## src/hwmon_pkg.sv

```systemverilog
// hwmon_pkg: offsets, field positions, reset values and carrier types of the monitor register bank.
// assumes a serial-bus front end that turns bus frames into single register requests.
package hwmon_pkg;

    localparam logic [7:0] ADDR_FAN_AMBIENT  = 8'h13;
    localparam logic [7:0] ADDR_FAN_REMOTE   = 8'h14;
    localparam logic [7:0] ADDR_MASK_ONE     = 8'h43;
    localparam logic [7:0] ADDR_MASK_TWO     = 8'h44;
    localparam logic [7:0] ADDR_VID_IDENT    = 8'h49;
    localparam logic [7:0] ADDR_CONFIG_TWO   = 8'h4A;
    localparam logic [7:0] ADDR_MIRROR_ONE   = 8'h4C;
    localparam logic [7:0] ADDR_MIRROR_TWO   = 8'h4D;

    // identification pattern, value arbitrary
    localparam logic [6:0] IDENT_PATTERN     = 7'h2A;

    localparam int CFG_OVERTEMP_SIGNAL_INT_MASK        = 0;
    localparam int CFG_LOCK_AMBIENT          = 1;
    localparam int CFG_LOCK_REMOTE           = 2;
    localparam int CFG_OVERTEMP_SIGNAL_ACPI            = 3;
    localparam int CFG_AUX_A_EN              = 6;
    localparam int CFG_AUX_B_EN              = 7;
    localparam logic [7:0] CFG_WRITABLE      = 8'hCF;

    localparam int ST1_INT_TEMP              = 4;
    localparam int ST1_EXT_TEMP              = 5;
    localparam int ST2_OVERTEMP_SIGNAL_PIN             = 5;
    localparam logic [7:0] ST2_DEFINED       = 8'hF3;

    localparam logic [7:0] RST_BYTE          = 8'h00;

    typedef struct packed {
        logic       rd;
        logic       wr;
        logic [7:0] addr;
        logic [7:0] wdata;
    } hwmon_req_t;

    typedef struct packed {
        logic       int_temp;
        logic       ext_temp;
    } hwmon_temp_irq_t;

endpackage

```

## src/hwmon_regs.sv

```systemverilog
// hwmon_regs: identification, second configuration, two fan-control registers, masks and status mirrors.
// assumes a serial-bus front end issuing one-cycle rd/wr requests; read data follows one cycle later.
//
// Notes on behaviour
// (RULE1) register 49h returns the live voltage-code bit four in bit 0 and a fixed identity pattern above it.
// (RULE2) configuration bit 0 keeps thermal interrupts off the interrupt pin but never off the overtemp output; here only while status_one_src[5:4] is 0.
// (RULE3) writing 1 to configuration bit 1 locks fan register 13h until any reset.
// (RULE4) writing 1 to configuration bit 2 locks fan register 14h until any reset.
// (RULE5) configuration bit 3 picks default (0) or ACPI (1) overtemp output mode.
// (RULE6) configuration bit 6 enables aux input A as an active-high interrupt when the shared pins are interrupts.
// (RULE7) configuration bit 7 enables aux input B likewise, resetting to 0.
// (RULE8) mirror one bits 0 to 7 show limit violations of the eight primary channels.
// (RULE9) mirror one bits 4 and 5 also show a set temperature interrupt.
// (RULE10) mirror two bit 0 shows 12 V and bit 1 core supply two violations, bits 2 and 3 reserved.
// (RULE11) mirror two bit 4 shows that the chassis intrusion input went high.
// (RULE12) mirror two bit 5 shows that the overtemp pin was pulled low externally.
// (RULE13) mirror two bits 6 and 7 show remote diode one and two faults.
// (RULE14) host software may mask a persistently interrupting error until it is cured.
// (RULE15) a 1 in a mask bit stops the matching status bit from driving the interrupt pin.
// (RULE16) mirrors carry the same condition bits as the primary status registers.
`timescale 1ns/1ps
module hwmon_regs (
    input  wire logic                       ref_clk,
    input  wire logic                       rst,
    input  wire logic                       soft_reset,
    input  wire hwmon_pkg::hwmon_req_t      req,
    input  wire logic                       cpu_voltage_code_bit_four,
    input  wire logic [7:0]                 status_one_src,
    input  wire logic [7:0]                 status_two_src,
    input  wire hwmon_pkg::hwmon_temp_irq_t temp_irq,
    input  wire logic                       shared_pins_irq_mode,
    input  wire logic                       aux_irq_a_pin,
    input  wire logic                       aux_irq_b_pin,
    output logic [7:0]                      rdata_q,
    output logic [7:0]                      fan_ambient_q,
    output logic [7:0]                      fan_remote_q,
    output logic                            overtemp_signal_q,
    output logic                            overtemp_acpi_mode_q,
    output logic                            int_n_q
);
    logic       any_rst;
    logic [7:0] cfg_q;
    logic [7:0] cfg_d;
    logic [7:0] mask_one_q;
    logic [7:0] mask_one_d;
    logic [7:0] mask_two_q;
    logic [7:0] mask_two_d;
    logic [7:0] fan_ambient_d;
    logic [7:0] fan_remote_d;
    logic [7:0] rdata_d;
    logic       overtemp_signal_d;
    logic       aux_req_q;
    logic       aux_req_d;
    logic [7:0] mirror_one;
    logic [7:0] mirror_two;
    logic       overtemp_acpi_mode_d;
    logic       wr_cfg;
    logic       wr_fan_amb;
    logic       wr_fan_rem;
    logic       wr_mask_one;
    logic       wr_mask_two;

    assign any_rst = rst | soft_reset;

    // write strobes, one per writable register
    always_comb begin
        wr_cfg      = 1'b0;
        wr_fan_amb  = 1'b0;
        wr_fan_rem  = 1'b0;
        wr_mask_one = 1'b0;
        wr_mask_two = 1'b0;
        if (req.wr) begin
            if (req.addr == hwmon_pkg::ADDR_CONFIG_TWO) begin
                wr_cfg = 1'b1;
            end else if (req.addr == hwmon_pkg::ADDR_FAN_AMBIENT) begin
                wr_fan_amb = 1'b1;
            end else if (req.addr == hwmon_pkg::ADDR_FAN_REMOTE) begin
                wr_fan_rem = 1'b1;
            end else if (req.addr == hwmon_pkg::ADDR_MASK_ONE) begin
                wr_mask_one = 1'b1;
            end else if (req.addr == hwmon_pkg::ADDR_MASK_TWO) begin
                wr_mask_two = 1'b1;
            end
        end
    end

    // configuration two
    always_comb begin
        cfg_d = cfg_q;
        if (wr_cfg) begin
            cfg_d = req.wdata & hwmon_pkg::CFG_WRITABLE; // RULE5 RULE6 RULE7
            // lock bits only ever set; cleared by reset alone
            cfg_d[hwmon_pkg::CFG_LOCK_AMBIENT] = cfg_q[hwmon_pkg::CFG_LOCK_AMBIENT]
                | req.wdata[hwmon_pkg::CFG_LOCK_AMBIENT]; // RULE3
            cfg_d[hwmon_pkg::CFG_LOCK_REMOTE] = cfg_q[hwmon_pkg::CFG_LOCK_REMOTE]
                | req.wdata[hwmon_pkg::CFG_LOCK_REMOTE]; // RULE4
        end
        overtemp_acpi_mode_d = cfg_d[hwmon_pkg::CFG_OVERTEMP_SIGNAL_ACPI]; // RULE5
    end

    // fan-control registers, each closed by its lock bit
    always_comb begin
        fan_ambient_d = fan_ambient_q;
        fan_remote_d  = fan_remote_q;
        if (wr_fan_amb && !cfg_q[hwmon_pkg::CFG_LOCK_AMBIENT]) begin
            fan_ambient_d = req.wdata; // RULE3
        end
        if (wr_fan_rem && !cfg_q[hwmon_pkg::CFG_LOCK_REMOTE]) begin
            fan_remote_d = req.wdata; // RULE4
        end
    end

    // interrupt masks
    always_comb begin
        mask_one_d = mask_one_q;
        mask_two_d = mask_two_q;
        if (wr_mask_one) begin
            mask_one_d = req.wdata; // RULE15
        end
        if (wr_mask_two) begin
            mask_two_d = req.wdata; // RULE15
        end
    end

    // read data, held until the next read
    always_comb begin
        rdata_d = rdata_q;
        if (req.rd) begin
            if (req.addr == hwmon_pkg::ADDR_VID_IDENT) begin
                rdata_d = {hwmon_pkg::IDENT_PATTERN, cpu_voltage_code_bit_four}; // RULE1
            end else if (req.addr == hwmon_pkg::ADDR_CONFIG_TWO) begin
                rdata_d = cfg_q;
            end else if (req.addr == hwmon_pkg::ADDR_FAN_AMBIENT) begin
                rdata_d = fan_ambient_q;
            end else if (req.addr == hwmon_pkg::ADDR_FAN_REMOTE) begin
                rdata_d = fan_remote_q;
            end else if (req.addr == hwmon_pkg::ADDR_MASK_ONE) begin
                rdata_d = mask_one_q;
            end else if (req.addr == hwmon_pkg::ADDR_MASK_TWO) begin
                rdata_d = mask_two_q;
            end else if (req.addr == hwmon_pkg::ADDR_MIRROR_ONE) begin
                rdata_d = mirror_one; // RULE8 RULE16
            end else if (req.addr == hwmon_pkg::ADDR_MIRROR_TWO) begin
                rdata_d = mirror_two; // RULE10 RULE16
            end else begin
                rdata_d = hwmon_pkg::RST_BYTE;
            end
        end
    end

    always_comb begin
        // overtemp follows thermal events whatever the thermal mask holds
        overtemp_signal_d = temp_irq.int_temp | temp_irq.ext_temp; // RULE2
        aux_req_d = shared_pins_irq_mode
                  & ((cfg_q[hwmon_pkg::CFG_AUX_A_EN] & aux_irq_a_pin)    // RULE6
                   | (cfg_q[hwmon_pkg::CFG_AUX_B_EN] & aux_irq_b_pin));  // RULE7
    end

    always_ff @(posedge ref_clk) begin
        if (any_rst) begin
            cfg_q                <= hwmon_pkg::RST_BYTE;
            overtemp_acpi_mode_q <= 1'b0;
        end else begin
            cfg_q                <= cfg_d;
            overtemp_acpi_mode_q <= overtemp_acpi_mode_d;
        end
    end

    always_ff @(posedge ref_clk) begin
        if (any_rst) begin
            fan_ambient_q <= hwmon_pkg::RST_BYTE;
            fan_remote_q  <= hwmon_pkg::RST_BYTE;
        end else begin
            fan_ambient_q <= fan_ambient_d;
            fan_remote_q  <= fan_remote_d;
        end
    end

    always_ff @(posedge ref_clk) begin
        if (any_rst) begin
            mask_one_q <= hwmon_pkg::RST_BYTE;
            mask_two_q <= hwmon_pkg::RST_BYTE;
        end else begin
            mask_one_q <= mask_one_d;
            mask_two_q <= mask_two_d;
        end
    end

    always_ff @(posedge ref_clk) begin
        if (any_rst) begin
            rdata_q <= hwmon_pkg::RST_BYTE;
        end else begin
            rdata_q <= rdata_d;
        end
    end

    always_ff @(posedge ref_clk) begin
        if (any_rst) begin
            overtemp_signal_q <= 1'b0;
            aux_req_q         <= 1'b0;
        end else begin
            overtemp_signal_q <= overtemp_signal_d;
            aux_req_q         <= aux_req_d;
        end
    end

    hwmon_status_mirror u_mirror (
        .ref_clk        (ref_clk),
        .rst            (any_rst),
        .status_one_src (status_one_src),
        .status_two_src (status_two_src),
        .temp_irq       (temp_irq),
        .mask_one       (mask_one_q),
        .mask_two       (mask_two_q),
        .overtemp_signal_int_mask (cfg_q[hwmon_pkg::CFG_OVERTEMP_SIGNAL_INT_MASK]),
        .aux_irq_req    (aux_req_q),
        .mirror_one_q   (mirror_one),
        .mirror_two_q   (mirror_two),
        .int_n_q        (int_n_q)
    );
endmodule

```

## src/hwmon_status_mirror.sv

```systemverilog
// hwmon_status_mirror: registers the mirror copies of both status bytes and the masked interrupt output.
// assumes the primary status bytes arrive synchronous to ref_clk.
`timescale 1ns/1ps
module hwmon_status_mirror (
    input  wire logic                     ref_clk,
    input  wire logic                     rst,
    input  wire logic [7:0]               status_one_src,
    input  wire logic [7:0]               status_two_src,
    input  wire hwmon_pkg::hwmon_temp_irq_t temp_irq,
    input  wire logic [7:0]               mask_one,
    input  wire logic [7:0]               mask_two,
    input  wire logic                     overtemp_signal_int_mask,
    input  wire logic                     aux_irq_req,
    output logic [7:0]                    mirror_one_q,
    output logic [7:0]                    mirror_two_q,
    output logic                          int_n_q
);
    logic [7:0] mirror_one_d;
    logic [7:0] mirror_two_d;
    logic [7:0] fire_one;
    logic [7:0] fire_two;
    logic       int_n_d;

    // per-bit mask gating
    genvar gi;
    generate
        for (gi = 0; gi < 8; gi++) begin : g_mask
            assign fire_one[gi] = mirror_one_d[gi] & ~mask_one[gi]; // RULE15
            assign fire_two[gi] = mirror_two_d[gi] & ~mask_two[gi]; // RULE15
        end
    endgenerate

    always_comb begin
        mirror_one_d = status_one_src; // RULE8 RULE16
        mirror_one_d[hwmon_pkg::ST1_INT_TEMP] = status_one_src[hwmon_pkg::ST1_INT_TEMP] | temp_irq.int_temp; // RULE9
        mirror_one_d[hwmon_pkg::ST1_EXT_TEMP] = status_one_src[hwmon_pkg::ST1_EXT_TEMP] | temp_irq.ext_temp; // RULE9
        // bits 0,1,4,5,6,7 pass; reserved bits read low
        mirror_two_d = status_two_src & hwmon_pkg::ST2_DEFINED; // RULE10 RULE11 RULE12 RULE13 RULE16
        // thermal interrupts reach the interrupt pin unless masked; configuration bit 0 masks them only while status_one_src bits 4 and 5 are clear
        int_n_d = ~((|fire_one) | (|fire_two) | aux_irq_req
                  | (~overtemp_signal_int_mask & ~mask_one[hwmon_pkg::ST1_INT_TEMP] & temp_irq.int_temp)   // RULE2
                  | (~overtemp_signal_int_mask & ~mask_one[hwmon_pkg::ST1_EXT_TEMP] & temp_irq.ext_temp)); // RULE2
        if (overtemp_signal_int_mask) begin
            // status bits driven by thermal interrupts alone are kept off the pin only while status_one_src bits 4 and 5 are both clear
            if (!status_one_src[hwmon_pkg::ST1_INT_TEMP] && !status_one_src[hwmon_pkg::ST1_EXT_TEMP]
                && !((|(fire_one & ~8'h30)) | (|fire_two) | aux_irq_req)) begin
                int_n_d = 1'b1; // RULE2
            end
        end
    end

    always_ff @(posedge ref_clk) begin
        if (rst) begin
            mirror_one_q <= hwmon_pkg::RST_BYTE;
            mirror_two_q <= hwmon_pkg::RST_BYTE;
            int_n_q      <= 1'b1;
        end else begin
            mirror_one_q <= mirror_one_d;
            mirror_two_q <= mirror_two_d;
            int_n_q      <= int_n_d;
        end
    end
endmodule

```

## config.mk

```make
export PLATFORM = sky130hd
export DESIGN_NAME = hwmon_regs
export DESIGN_NICKNAME = d
export VERILOG_FILES = /design/src/hwmon_pkg.sv /design/src/hwmon_regs.sv /design/src/hwmon_status_mirror.sv
export SDC_FILE = /design/constraint.sdc
export NUM_CORES = 1
export LEC_CHECK = 0
export ABC_CLOCK_PERIOD_IN_PS = 4300
export BUFFER_PORTS_ARGS = -buffer_cell sky130_fd_sc_hd__buf_2
export CAP_MARGIN = 20
export CORE_ASPECT_RATIO = 2
export CORE_MARGIN = 1.5
export CORE_UTILIZATION = 57
export CTS_BUF_LIST = sky130_fd_sc_hd__clkbuf_16
export CTS_CLUSTER_SIZE = 20
export DETAILED_ROUTE_END_ITERATION = 16
export PLACE_DENSITY = 0.93
export SLEW_MARGIN = 20
export SYNTH_ARGS = -nofsm -noshare
export SYNTH_HDL_FRONTEND = slang
export SYNTH_SLANG_ARGS = --single-unit
```

## constraint.sdc

```tcl
create_clock -name ref_clk -period 4.3 [get_ports ref_clk]
set_clock_uncertainty 0.1 [all_clocks]
set_input_delay 0.43 -clock ref_clk [delete_from_list [all_inputs] [get_ports ref_clk]]
set_output_delay 0.43 -clock ref_clk [all_outputs]
set_load 0.1 [all_outputs]
```

Yosys cells after proc, flatten, opt, wreduce, memory -nomap -nowiden
Cells that the tools add are included.

storage, ports and cells
  bits of input ports = 43
  bits in registers = 65
  output and inout bits = 27

cells by class
  bitwise gates (word level) = 50
  muxes and demuxes = 30
  equal/unequal tests = 8
  reductions and logical operators = 12

operators with widths
  cell                                                              count
  8-bit two-way mux                                                 8
  8-bit by 7-bit == test with 1-bit output (second input constant)  6
  1-bit two-way mux                                                 22
  1-bit AND                                                         21
  8-bit by 5-bit == test with 1-bit output (second input constant)  2
  1-bit inverter                                                    16
  1-bit OR                                                          13
  6-bit OR reduction                                                2
  8-bit OR reduction                                                1
  1-bit logical NOT                                                 5
  1-bit logical AND                                                 4

Logic depth before layout (Yosys ltp)
  depth after elaboration = 10
  gate-level depth with buffers = 7
  gate-level depth less buffers = 5

By module
A second synthesis with hierarchy kept.

second synthesis, totals
  cell total of the unflattened synthesis = 326
  area, all modules = 2,924.1 µm²

by module, submodules not included
  module               cells an instance  seq. area each (µm²)  instances  area an instance (µm²)
  hwmon_regs           268                960.9                 1          2,393.5
  hwmon_status_mirror  58                 300.3                 1          530.5

Least setup slack after synthesis
Ideal clock, no wire load.

  kind = input to register
  from = in req[13] (netlist name)
  to = reg cfg_q[3]
  cell stages on the path = 7
  setup slack = 2.359 ns
  path buffers = 2
  arrival = 1.709 ns
  path through = or4b_1 > buf_2 > nor3_2 > buf_4 > nand2_1 > nand2_1 > a21oi_1

between the ends
  word-level cells in the longest chain between the ends = 3

ends and longest elaborated chain
  what                                      line               RTL
  start, declared                           hwmon_regs.sv:26   input wire hwmon_pkg::hwmon_req_t req,
  8-bit by 7-bit == test with 1-bit output  hwmon_regs.sv:73   if (req.addr == hwmon_pkg::ADDR_CONFIG_TWO) begin
  1-bit two-way mux                         hwmon_regs.sv:73
  1-bit two-way mux                         hwmon_regs.sv:72   if (req.wr) begin
  end signal, assigned                      hwmon_regs.sv:161  cfg_q <= hwmon_pkg::RST_BYTE;
  end signal, assigned                      hwmon_regs.sv:164  cfg_q <= cfg_d;
  end, declared                             hwmon_regs.sv:42   logic [7:0] cfg_q;

Every way passes these cells.
A chain may end at the register's enable or synchronous reset.

Worst setup path in the final report
  from = in req[13] (netlist name)
  to = reg rdata_q[6]

between the ends
  word-level cells in the longest chain between the ends = 9
  elaborated cells on any way between the ends = 16
  those cells by class = eq/ne (8); mux (8)

ends and longest elaborated chain
  what                                      line               RTL
  8-bit by 7-bit == test with 1-bit output  hwmon_regs.sv:143  end else if (req.addr == hwmon_pkg::ADDR_MIRROR_TWO) begin
  8-bit two-way mux                         hwmon_regs.sv:143
  8-bit two-way mux                         hwmon_regs.sv:141  end else if (req.addr == hwmon_pkg::ADDR_MIRROR_ONE) begin
  8-bit two-way mux                         hwmon_regs.sv:139  end else if (req.addr == hwmon_pkg::ADDR_MASK_TWO) begin
  8-bit two-way mux                         hwmon_regs.sv:137  end else if (req.addr == hwmon_pkg::ADDR_MASK_ONE) begin
  8-bit two-way mux                         hwmon_regs.sv:135  end else if (req.addr == hwmon_pkg::ADDR_FAN_REMOTE) begin
  8-bit two-way mux                         hwmon_regs.sv:133  end else if (req.addr == hwmon_pkg::ADDR_FAN_AMBIENT) begin
  8-bit two-way mux                         hwmon_regs.sv:131  end else if (req.addr == hwmon_pkg::ADDR_CONFIG_TWO) begin
  8-bit two-way mux *                       hwmon_regs.sv:129  if (req.addr == hwmon_pkg::ADDR_VID_IDENT) begin
  end signal, assigned                      hwmon_regs.sv:191  rdata_q <= hwmon_pkg::RST_BYTE;
  end signal, assigned                      hwmon_regs.sv:193  rdata_q <= rdata_d;
  end, declared                             hwmon_regs.sv:34   output logic [7:0] rdata_q,

Mark *: on every way between the ends. The rest lies on a longest branch, timed or not.

==> flow_summary_export.csv <==
group,metric,value,unit
outcome,outcome,"finished clean",
placed_design,gp_congestion,0.919,
synthesis,ys_async_sr_fraction,0,
layout,register_area,1260,sq um
setup_path,cpMostUsedCell,"a2111oi_0",
die,row_count,36,
synthesis,postSynthCellCount,338,
min_path,min_path_type,"in -> reg",
flow_run,cap_viol_max_count,0,
die,core_area,4910,sq um
routing,wire_per_inst,19.5,microns
synthesis,synth_top_flop_cell,"dfxtp_1",
routing,route.detailed.drc,0,
layout,antenna_cells,0,
placed_design,portBuffers,67,
die,die_x,53.8,microns
synthesis,seq_area_frac_synth,0.429,
setup_path,crit_fanout,7,
die,io_pins,70,
layout,fillCellCount,387,
setup_path,path_cells,"buf_2 -> nor4b_2 -> nand2_1 -> a2111oi_0 -> a2111oi_0 -> nor2_1",
synthesis,synth-edff-count,0,
layout,nets,440,
synthesis,yosys.area.top_type,"dfxtp_1",
routing,first_iter_violations,188,
power,powerDensity,394,nW/um^2
clock_network,clockBufferDepth,2,
clock_network,tritoncts,"done",
synthesis,synth_top_cell_area_share,0.429,
setup_path,criticalPathCategory,"in -> reg",
clock_network,cts_hold_buf,0,
sta,hold_viol,0,
clock_network,clk_latency,0.32,ns
clock_network,post_cts_resized,0,
clock_network,cts.htree.levels,3,
sta,worst_slew_pin_slew,1.06,ns
power,vdd.ir_drop.worst,396,uV
global_route,grt.overflow.total,0,
setup_path,path_delay_family,"simple AND/OR/NAND/NOR gates",
setup_path,cp_num_buf_inv,1,
synthesis,yosysMostFrequentCell,"dfxtp_1",
setup_path,endpoint_kind,"flip-flop",
sta,finalSetupTns,0,ns
synthesis,ys_ff_latch,63,
global_route,antenna_found_initial,0,
clock_network,path_clk_slew,0.05,ns
min_path,whs_path_depth,2,
global_route,grt_pass1_vias,2948,
synthesis,synth.top_cells.by_area,"dfxtp_1 (43%), mux2i_1 (11%), nor2_1 (7.7%)",
global_route,grt_usage,0.347,
setup_path,cp.depth,6,
sta,rsz0062_at_grt,"false",
synthesis,syn_area,2940,sq um
sta,fin_crit_sh,0.555,
routing,drtAntennaViolNets,0,
sta,holdWs,0.219,ns
synthesis,yosysWarnings,0,
sta,slew_viol_final,0,
routing,wirelength,8920,microns
global_route,grt_max_degree,50,
synthesis,synthTopCellsByCount,"dfxtp_1 (63), nor2_1 (60), mux2i_1 (32)",
routing,firstDrtPassIters,4,
clock_network,cts-root-buf,"clkbuf_16",
synthesis,avgSynthCellArea,8.70,sq um
power,power,1.40,mW
sta,maxSlewHeadroom,0.285,
synthesis,synth_cell_types,55,
synthesis,syn-num-nets,381,
clock_network,clkSinkCount,63,
clock_network,cts_buffers,9,
die,die-area,5620,sq um
setup_path,slowest_stage,"a2111oi_0",
setup_path,cp_slowest_stage_delay,0.73,ns
die,start_util,0.599,
sta,max_freq,0.419,GHz
sta,finalSetupViolations,0,
power,leakage,1.62,nW
routing,num_vias,2942,
setup_path,cp.arrival,2.55,ns
layout,syn_to_final_growth,20.6,%
global_route,grt_pass1_wl,14000,microns
setup_path,start_kind,"input port",
layout,multi_input_comb_area,1520,sq um
sta,period_needed,2.39,ns
setup_path,r2r_cells,5,
clock_network,post_cts_buffers,0,
routing,routed_via_density,6.44,
die,die_h,105,microns
layout,drive_above_1_share,0.230,
placed_design,hpwl,6360,microns
setup_path,critPathRequiredTime,4.46,ns
-- power breakdown --
group,total [mW],switching (mW),internal (mW),leakage [nW]
logic,0.117,0.0795,0.0370,0.982
registers,0.595,0.00243,0.592,0.510
clock network,0.686,0.249,0.437,0.132
total,1.40,0.331,1.07,1.62
-- worst register-to-register path: stages, from the launching register on --
cell     delay (ns)
dfxtp_1        0.30
nor3b_1        0.24
nor2_1         0.08
a311o_1        0.36
a221o_1        0.38
a32o_1         0.23
-- placed cells by master (no fill, tap or decap), types with 4 or more instances in the layout --
cell type,n
a31oi_1,4
nand3_1,9
a221oi_1,7
inv_1,18
a22o_1,4
nor3b_1,4
mux2i_1,32
nand2_1,15
and2_1,6
dfxtp_1,63
clkbuf_16,9
a2111oi_0,4
o21ai_1,4
o22ai_1,6
nand2b_1,4
buf_2,67
a21oi_1,20
o21ai_0,12
nor2_1,60
-- state kept, by name, summed over array words and instances, names as in the netlist --
register and flops:
aux_req_q 1, cfg_q 6, fan_ambient_q 8, fan_remote_q 8, mask_one_q 8, mask_two_q 8, overtemp_signal_q 1, rdata_q 8
u_mirror.int_n_q 1, u_mirror.mirror_one_q 8, u_mirror.mirror_two_q 6
-- metrics by stage --
stage / instance area, sq um / worst slack, ns / utilization / cells
finish: 3540 / 1.91 / 0.722 / 457
global route: 3540 / 1.82 / 0.722 / 457
detailed placement: 3270 / 1.70 / 0.665 / 443
floorplan: 2940 / 2.36 / - / 338
global placement: 3270 / 1.69 / 0.665 / 443
CTS: 3540 / 2.01 / 0.722 / 457
-- layout make-up --
class / instances / share of cell area
Clock buffer: 9 / 0.0635
Clock inverter: 5 / 0.0148
Inverter: 17 / 0.0180
Multi-Input combinational cell: 237 / 0.429
Sequential cell: 63 / 0.356
Tap cell: 57 / 0.0201
Timing Repair Buffer: 69 / 0.0988
-- worst paths after layout --
| path | startpoint | endpoint | slack [ns] |
|---|---|---|---|
| max | req[13] | rdata_q[6] | 1.91 |
| min | status_two_src[0] | u_mirror.mirror_two_q[0] | 0.22 |
| max reg2reg | u_mirror.mirror_one_q[1] | rdata_q[1] | 2.51 |
| min reg2reg | cfg_q[3] | cfg_q[3] | 0.39 |
-- logic make-up after synthesis --
| logic type | Yosys count | share of synthesized area |
|---|---|---|
| and+or+nand+nor | 125 | 0.224 |
| AOI/OAI and AO/OA | 78 | 0.177 |
| DFF | 63 | 0.429 |
| buffers and inverters | 38 | 0.0536 |
| muxes | 34 | 0.117 |
-- layer usage --
metal	wire (microns)	vias to the layer above	GRT usage	part of all wire
li1	-	1325	-	-
met1	2940	1367	0.380	0.33
met2	4500	191	0.560	0.50
met3	751	59	0.0614	0.084
met4	720	0	0.260	0.081
met5	0	-	0	0
Note: power is estimated with default switching activity, not from simulation.
